[config.mk]
export PLATFORM = sky130hd
export DESIGN_NAME = output_rate_decimator
export DESIGN_NICKNAME = d
export VERILOG_FILES = /design/src/design/rate_decimator_pkg.sv /design/src/design/output_rate_decimator.sv
export SDC_FILE = /design/constraint.sdc
export NUM_CORES = 1
export LEC_CHECK = 0
export BUFFER_PORTS_ARGS = -buffer_cell sky130_fd_sc_hd__buf_2
export CAP_MARGIN = 25
export CORE_AREA = 4 4 56 58
export DETAILED_ROUTE_END_ITERATION = 7
export DIE_AREA = 0 0 60 62
export PLACE_DENSITY = 0.86
export SLEW_MARGIN = 20
export SYNTH_ARGS = -nofsm -noshare
export SYNTH_HDL_FRONTEND = slang
export SYNTH_SLANG_ARGS = --single-unit
[constraint.sdc]
create_clock -name core_clk -period 2.5 [get_ports core_clk]
set_input_delay 0.25 -clock core_clk [delete_from_list [all_inputs] [get_ports core_clk]]
set_output_delay 0.25 -clock core_clk [all_outputs]
set_load 0.01 [all_outputs]
[src/design/rate_decimator_pkg.sv]
// What this block does
// - count ready pulses to two pow setting+1
// - drive select only in counter route position
// - hold flop input high when select asserts
// - ready rising clears hold, clears counter
// - resume counting from zero after clear
package rate_decimator_pkg;
  localparam int unsigned cnt_w = 13;
  localparam int unsigned sel_w = 4;
  localparam logic [sel_w-1:0] max_setting = 4'hb;
  localparam logic [cnt_w-1:0] cnt_reset = 13'h0000;
  localparam logic [cnt_w-1:0] cnt_one = 13'h0001;

  typedef enum logic {route_open, route_counter} route_e;

  typedef struct packed {
    logic select_n;
    logic select_oe;
  } select_drive_s;
endpackage

[src/design/output_rate_decimator.sv]
`timescale 1ns/1ps
module output_rate_decimator
  import rate_decimator_pkg::*;
#(
  parameter int unsigned cnt_width = rate_decimator_pkg::cnt_w
) (
  // clock and reset
  input wire logic core_clk,
  input wire logic rst_b,
  // converter side
  input wire logic word_ready_n,
  output rate_decimator_pkg::select_drive_s chip_select,
  // board straps
  input wire logic [rate_decimator_pkg::sel_w-1:0] rate_select_header,
  input wire rate_decimator_pkg::route_e select_route_jumper,
  // observation
  output logic [cnt_width-1:0] pulse_count,
  output logic counter_route_position
);
  import rate_decimator_pkg::*;

  // ----------------------------------------
  // parameter checks
  // ----------------------------------------
  // the top terminal count needs cnt_w bits; a narrower counter wraps
  if (cnt_width < cnt_w) begin
    $error("cnt_width too small for the top terminal count");
  end

  // the package width must itself hold two to the top setting plus one
  if (cnt_w < int'(max_setting) + 2) begin
    $error("package counter width below the top setting");
  end

  // ----------------------------------------
  // shared decodes
  // ----------------------------------------
  // straps above the top setting act as the top setting
  function automatic logic [sel_w-1:0] clamp_setting(
    input logic [sel_w-1:0] n
  );
    if (n > max_setting) begin
      clamp_setting = max_setting;
    end else begin
      clamp_setting = n;
    end
  endfunction

  // the hold flop releases select on the first ready rise after arming
  function automatic logic clear_due(
    input logic hold,
    input logic rise
  );
    clear_due = hold && rise;
  endfunction

  function automatic logic routed(
    input route_e route
  );
    unique case (route)
      route_counter: routed = 1'b1;
      route_open: routed = 1'b0;
    endcase
  endfunction

  // ----------------------------------------
  // ready synchroniser and edge detect
  // ----------------------------------------
  logic ready_s1_q;
  logic ready_s2_q;
  logic ready_s3_q;
  logic ready_fall;
  logic ready_rise;

  // resets high: ready is idle high, avoids a false edge at release
  always_ff @(posedge core_clk) begin
    if (!rst_b) begin
      ready_s1_q <= 1'b1;
      ready_s2_q <= 1'b1;
      ready_s3_q <= 1'b1;
    end else begin
      ready_s1_q <= word_ready_n;
      ready_s2_q <= ready_s1_q;
      ready_s3_q <= ready_s2_q;
    end
  end

  assign ready_fall = ready_s3_q & ~ready_s2_q;
  assign ready_rise = ~ready_s3_q & ready_s2_q;

  // ----------------------------------------
  // terminal count select
  // ----------------------------------------
  function automatic logic [cnt_width-1:0] terminal(
    input logic [sel_w-1:0] n
  );
    logic [sel_w-1:0] m;
    m = clamp_setting(n);
    terminal = cnt_width'(cnt_one) << (m + 4'h1);
  endfunction

  logic [cnt_width-1:0] term_count;
  logic reached;
  assign term_count = terminal(rate_select_header);

  // ----------------------------------------
  // pulse counter and hold flop
  // ----------------------------------------
  logic [cnt_width-1:0] pulse_counter_q;
  logic select_hold_flop_q;
  logic clear_now;
  logic select_n_q;
  logic select_oe_q;

  assign reached = (pulse_counter_q == term_count);
  assign clear_now = clear_due(select_hold_flop_q, ready_rise);

  // falls that land while the count sits at terminal are dropped, so a
  // slow read of the word never shortens the next decimation period

  always_ff @(posedge core_clk) begin
    if (!rst_b) begin
      pulse_counter_q <= cnt_width'(cnt_reset);
    end else if (clear_now) begin
      pulse_counter_q <= cnt_width'(cnt_reset);
    end else if (ready_fall && !reached) begin
      pulse_counter_q <= pulse_counter_q + cnt_width'(cnt_one);
    end
  end

  // hold is armed while select is low; the next ready rise clears it
  always_ff @(posedge core_clk) begin
    if (!rst_b) begin
      select_hold_flop_q <= 1'b0;
    end else if (clear_now) begin
      select_hold_flop_q <= 1'b0;
    end else if (reached) begin
      select_hold_flop_q <= 1'b1;
    end
  end

  // ----------------------------------------
  // chip select drive
  // ----------------------------------------
  // select drops one edge after terminal and rises on the clearing edge
  always_ff @(posedge core_clk) begin
    if (!rst_b) begin
      select_n_q <= 1'b1;
    end else begin
      select_n_q <= ~(reached && !clear_now);
    end
  end

  // off the counter route the pin is left to outside control
  always_ff @(posedge core_clk) begin
    if (!rst_b) begin
      select_oe_q <= 1'b0;
    end else begin
      select_oe_q <= routed(select_route_jumper);
    end
  end

  assign chip_select = '{select_n: select_n_q, select_oe: select_oe_q};

  // ----------------------------------------
  // observation outputs
  // ----------------------------------------
  always_ff @(posedge core_clk) begin
    if (!rst_b) begin
      counter_route_position <= 1'b0;
    end else begin
      counter_route_position <= routed(select_route_jumper);
    end
  end

  // one cycle behind the counter, in step with select
  always_ff @(posedge core_clk) begin
    if (!rst_b) begin
      pulse_count <= cnt_width'(cnt_reset);
    end else begin
      pulse_count <= pulse_counter_q;
    end
  end

endmodule

* Word-level counts from Yosys, hierarchy flattened
Index checks and enable logic that the tools add are counted.
Widths: inputs -> output; s select.
** Cells by class
- $add $sub $neg :: 2
- Reduce and logical (&&, ||, !) cells :: 6
- Muxes and demuxes :: 2
- Magnitude comparators :: 1
- Equality and inequality tests :: 1
- Bitwise logic cells :: 7
- Shift operators :: 1
** Operators by type and width (count)
- $add 13x1->13 const B :: 1
- $eq 13x13->1 :: 1
- $shl 1x4->13 const A :: 1
- $not 1->1 :: 5
- $add 4x1->4 const B :: 1
- $gt 4x4->1 const B :: 1
- $mux 4 :: 1
- $logic_and 1x1->1 :: 3
- $and 1x1->1 :: 2
- $logic_not 1->1 :: 2
- $pmux 1 s2 :: 1
- $reduce_or 2->1 :: 1
** Word-level totals
- Bits in registers :: 32

* Depth between registers and ports, before layout
- Word-level depth :: 7
- Depth in mapped cells :: 7

* Least setup slack after synthesis
No wires, ideal clock.
- Path kind :: input -> register
- From :: input rate_select_header[3] (netlist name)
- To :: register pulse_counter_q[2]
- Data arrival time :: 1.689 ns
- Buffers on the path :: 1
- Slack :: 0.678 ns
- Required time :: 2.367 ns
- Cell stages on the path :: 7
- Library setup time :: 0.133 ns
- Cell sequence :: buf_2 -> nor2b_4 -> a211o_1 -> a2111o_1 -> nor4_4 -> or3_1 -> a21oi_1
** On the way
- Cells in the longest elaborated chain, start to end :: 7
** Ends and longest elaborated chain
- start: declaration :: RTL line output_rate_decimator.sv:14 : input wire logic [rate_decimator_pkg::sel_w-1:0] rate_select_header,
- $gt 4x4->1 :: RTL line output_rate_decimator.sv:42 : if (n > max_setting) begin
- $mux 4 * :: RTL line output_rate_decimator.sv:42
- $add 4x1->4 * :: RTL line output_rate_decimator.sv:99 : terminal = cnt_width'(cnt_one) << (m + 4'h1);
- $shl 1x4->13 * :: RTL line output_rate_decimator.sv:99
- $eq 13x13->1 * :: RTL line output_rate_decimator.sv:115 : assign reached = (pulse_counter_q == term_count);
- $logic_not 1->1 * :: RTL line output_rate_decimator.sv:126 : end else if (ready_fall && !reached) begin
- $logic_and 1x1->1 * :: RTL line output_rate_decimator.sv:126
- end signal: assignment :: RTL line output_rate_decimator.sv:123 : pulse_counter_q <= cnt_width'(cnt_reset);
- end signal: assignment :: RTL line output_rate_decimator.sv:125 : pulse_counter_q <= cnt_width'(cnt_reset);
- end signal: assignment :: RTL line output_rate_decimator.sv:127 : pulse_counter_q <= pulse_counter_q + cnt_width'(cnt_one);
- end: declaration :: RTL line output_rate_decimator.sv:109 : logic [cnt_width-1:0] pulse_counter_q;
Every way passes the cells marked *; elsewhere a longest branch is shown, timed or not.
A chain may end at the register's enable or synchronous reset.

* Final worst setup path
- From :: register pulse_counter_q[8]
- To :: register pulse_counter_q[2]
** On the way
- Cells in the longest elaborated chain, start to end :: 3
** Ends and longest elaborated chain (RTL line)
- $eq 13x13->1 :: output_rate_decimator.sv:115
- $logic_not 1->1 :: output_rate_decimator.sv:126
- $logic_and 1x1->1 :: output_rate_decimator.sv:126
No other way between the ends.

==> flow_metrics.tcl <==
set metrics [dict create \
    status "finished clean" \
    grt_usage_pct 18.3 \
    grt_max_degree 20 \
    pwr-share-seq_pct 53.4 \
    vias 1230 \
    synth_top_flop_cell "dfxtp_1" \
    yosys_warnings 0 \
    hold_class "in -> reg" \
    place_area_mm2 0.00158 \
    die_h_um 62 \
    nets 188 \
    wl_met2_um 1570 \
    crit_type "reg -> reg" \
    hold_buffers 0 \
    post_cts_buffers 0 \
    r2r-start "pulse_counter_q[8]" \
    post-route-period-util_pct 81.0 \
    critPathArrivalTime_ns 2.21 \
    grt_setup_unrepaired "no" \
    leakage_nw 0.703 \
    final_cell_area_mm2 0.00166 \
    top_layer_used "met4" \
    syn-instance-count 157 \
    clk_pin_slew_ns 0.10 \
    overflow 0 \
    cts_buffer_depth 2 \
    syn_nets 166 \
    cts_tree "done" \
    layout_min_cycle_time_ns 2.03 \
    coreArea_mm2 0.00266 \
    drive_gt1_share_pct 21.1 \
    final_common_cell "dfxtp_1" \
    synth_area_mm2 0.00148 \
    hold_viol_final 0 \
    p_int_mw 0.758 \
    worstSkewPairLatency_ns 0.33 \
    antenna_found_initial 0 \
    fin_ws_ns 0.474 \
    finalWirelength_um 3030 \
    first_iter_violations 30 \
    hold_depth 2 \
    worstReg2RegEnd "pulse_counter_q[2]" \
    skew_ns 0.00991 \
    root_buffer "clkbuf_4" \
    max-slew-margin-rel_pct 40.8 \
    synth.distinct_cells 44 \
    hold_slack_ns 0.109 \
    worst_pin_slew_ns 0.878 \
    synth-seq-area-share_pct 43.4 \
    wl_per_cell_um 14.4 \
    top_level_ports 24 \
    portBuffers 23 \
    switching_share_pct 22.4 \
    area_growth_pct 12.2 \
    cp.required_ns 2.68 \
    synth_edf_count 0 \
    place_ws_ns 0.337 \
    dr.pass1.iters 4 \
    critical_path.max_fanout 8 \
    gp_congestion 0.855 \
    p_per_area_mw_per_mm2 590 \
    syn_area_per_cell_um2 9.40 \
    combPwrFrac_pct 7.7 \
    clockPowerShare_pct 39.0 \
    setup_viol 0 \
    dieArea_mm2 0.00372 \
    cts_max_level 2 \
    peakVddDrop_v 0.000655 \
    antenna_cells_inserted 0 \
    rr_worst_depth 6 \
    rrSetupSlack_ns 0.47 \
    min_from "word_ready_n" \
    start_util_pct 55.5 \
    antenna_left 0 \
    fmax_ghz 0.494 \
    drc 0 \
    tns_ns 0 \
    fp.dieW_um 60 \
    slew_viol_final 0 \
    final_cell_mix "dfxtp_1, buf_2, and2_1, nor2_1, nand2_1" \
    grt_pass1_wl_um 5020 \
    power_mw 0.977 \
    rows 19 \
    cts_sinks 32 \
    drv_cap 0 \
    ys_ff_latch 32 \
    met3_length_um 196 \
    fillCellCount 225 \
    vias_per_cell 5.83 \
    cts_buffers 5 \
    setup.worst_path.end_class "register" \
    worstHoldEndpoint "ready_s1_q" \
    first_global_vias 1154 \
    m1WireLength_um 1220 \
    cts_resized 0 \
    p_sw_mw 0.219 \
    dp.final_hpwl_um 2220 \
    start_kind "register" \
    synthArstFlopShare_pct 0 \
]
-- per-stage QoR --
step	utilization, %	std cells
3_3_place_gp	59.4	203
5_1_grt	62.2	211
3_5_place_dp	59.4	203
2_1_floorplan	-	157
6_report	62.2	211
4_1_cts	62.2	211
-- worst max path at each step --
stage                          startpoint                  to  depth (start not counted)
finish                 pulse_counter_q[8]  pulse_counter_q[2]                          6
global placement    rate_select_header[0]  pulse_counter_q[2]                          7
floorplan           rate_select_header[3]  pulse_counter_q[2]                          7
CTS                    pulse_counter_q[8]  pulse_counter_q[2]                          6
detailed placement  rate_select_header[0]  pulse_counter_q[2]                          7
global route           pulse_counter_q[8]  pulse_counter_q[2]                          6
-- state kept, by name, indices dropped and copies added, names as in the netlist --
signal,count
ready_s1_q,1
pulse_count,13
counter_route_position,1
select_hold_flop_q,1
ready_s2_q,1
pulse_counter_q,13
ready_s3_q,1
select_n_q,1
-- worst max-delay path, stage by stage, from the launching register on --
cell       delay [ns]
dfxtp_1          0.47
and4b_1          0.23
a2111oi_1        0.45
o22ai_2          0.18
nor4_4           0.31
or3_1            0.18
a21oi_1          0.07
-- power by group through the flow --
| stage | Sequential, mW | Combinational (mW) | Clock (mW) |
|---|---|---|---|
| finish | 0.521 | 0.0749 | 0.381 |
| global route | 0.522 | 0.0836 | 0.411 |
| CTS | 0.521 | 0.0746 | 0.389 |
| detailed placement | 0.533 | 0.0744 | 0 |
| global placement | 0.533 | 0.0706 | 0 |
| floorplan | 0.532 | 0.0574 | 0 |
-- cell usage after synthesis (2+ instances only) --
library cell | count | area [µm²]
clkbuf_1 | 3 | 11.3
a311oi_1 | 2 | 17.5
and3_1 | 4 | 25.0
nor2b_1 | 2 | 12.5
buf_4 | 4 | 30.0
xor2_1 | 8 | 70.1
o21a_1 | 3 | 22.5
nand3_1 | 3 | 15.0
nor2_1 | 14 | 52.6
mux2i_1 | 2 | 20.0
inv_1 | 2 | 7.51
or3_1 | 4 | 25.0
nor4bb_1 | 3 | 30.0
nand4_1 | 2 | 12.5
dfxtp_1 | 32 | 641
nand2b_1 | 3 | 18.8
nand2_1 | 12 | 45.0
and2_1 | 15 | 93.8
and4bb_2 | 2 | 25.0
a21oi_1 | 7 | 35.0
o21ai_0 | 7 | 35.0
-- metal layers --
layer,track usage [%],vias to the layer above
met5,0,-
met4,8.86,0
met3,6.82,5
met2,32.7,42
met1,19.0,591
li1,-,592
-- logic make-up (layout without fill, tap and decap cells) --
logic type / Yosys count / in the layout / synth area share, %
adders and majority gates: 1 / 1 / 0.847
AOI/OAI and AO/OA: 28 / 28 / 12.9
DFF: 32 / 32 / 43.4
and+or+nand+nor: 74 / 74 / 31.8
buffers and inverters: 11 / 34 / 4.41
muxes: 2 / 2 / 1.36
xor gates and xnor gates: 9 / 9 / 5.34
-- final cells by class --
cell class / count / area (µm²) / share of cell area [%]
multi-input combinational: 114 / 771 / 46.5
clock buffer: 6 / 41.3 / 2.49
sequential: 32 / 641 / 38.7
inverter: 2 / 7.51 / 0.453
tap: 31 / 38.8 / 2.34
timing repair buffer: 24 / 123 / 7.40
clock inverter: 2 / 35.0 / 2.11
No activity file was read; power rests on OpenSTA's default activity.
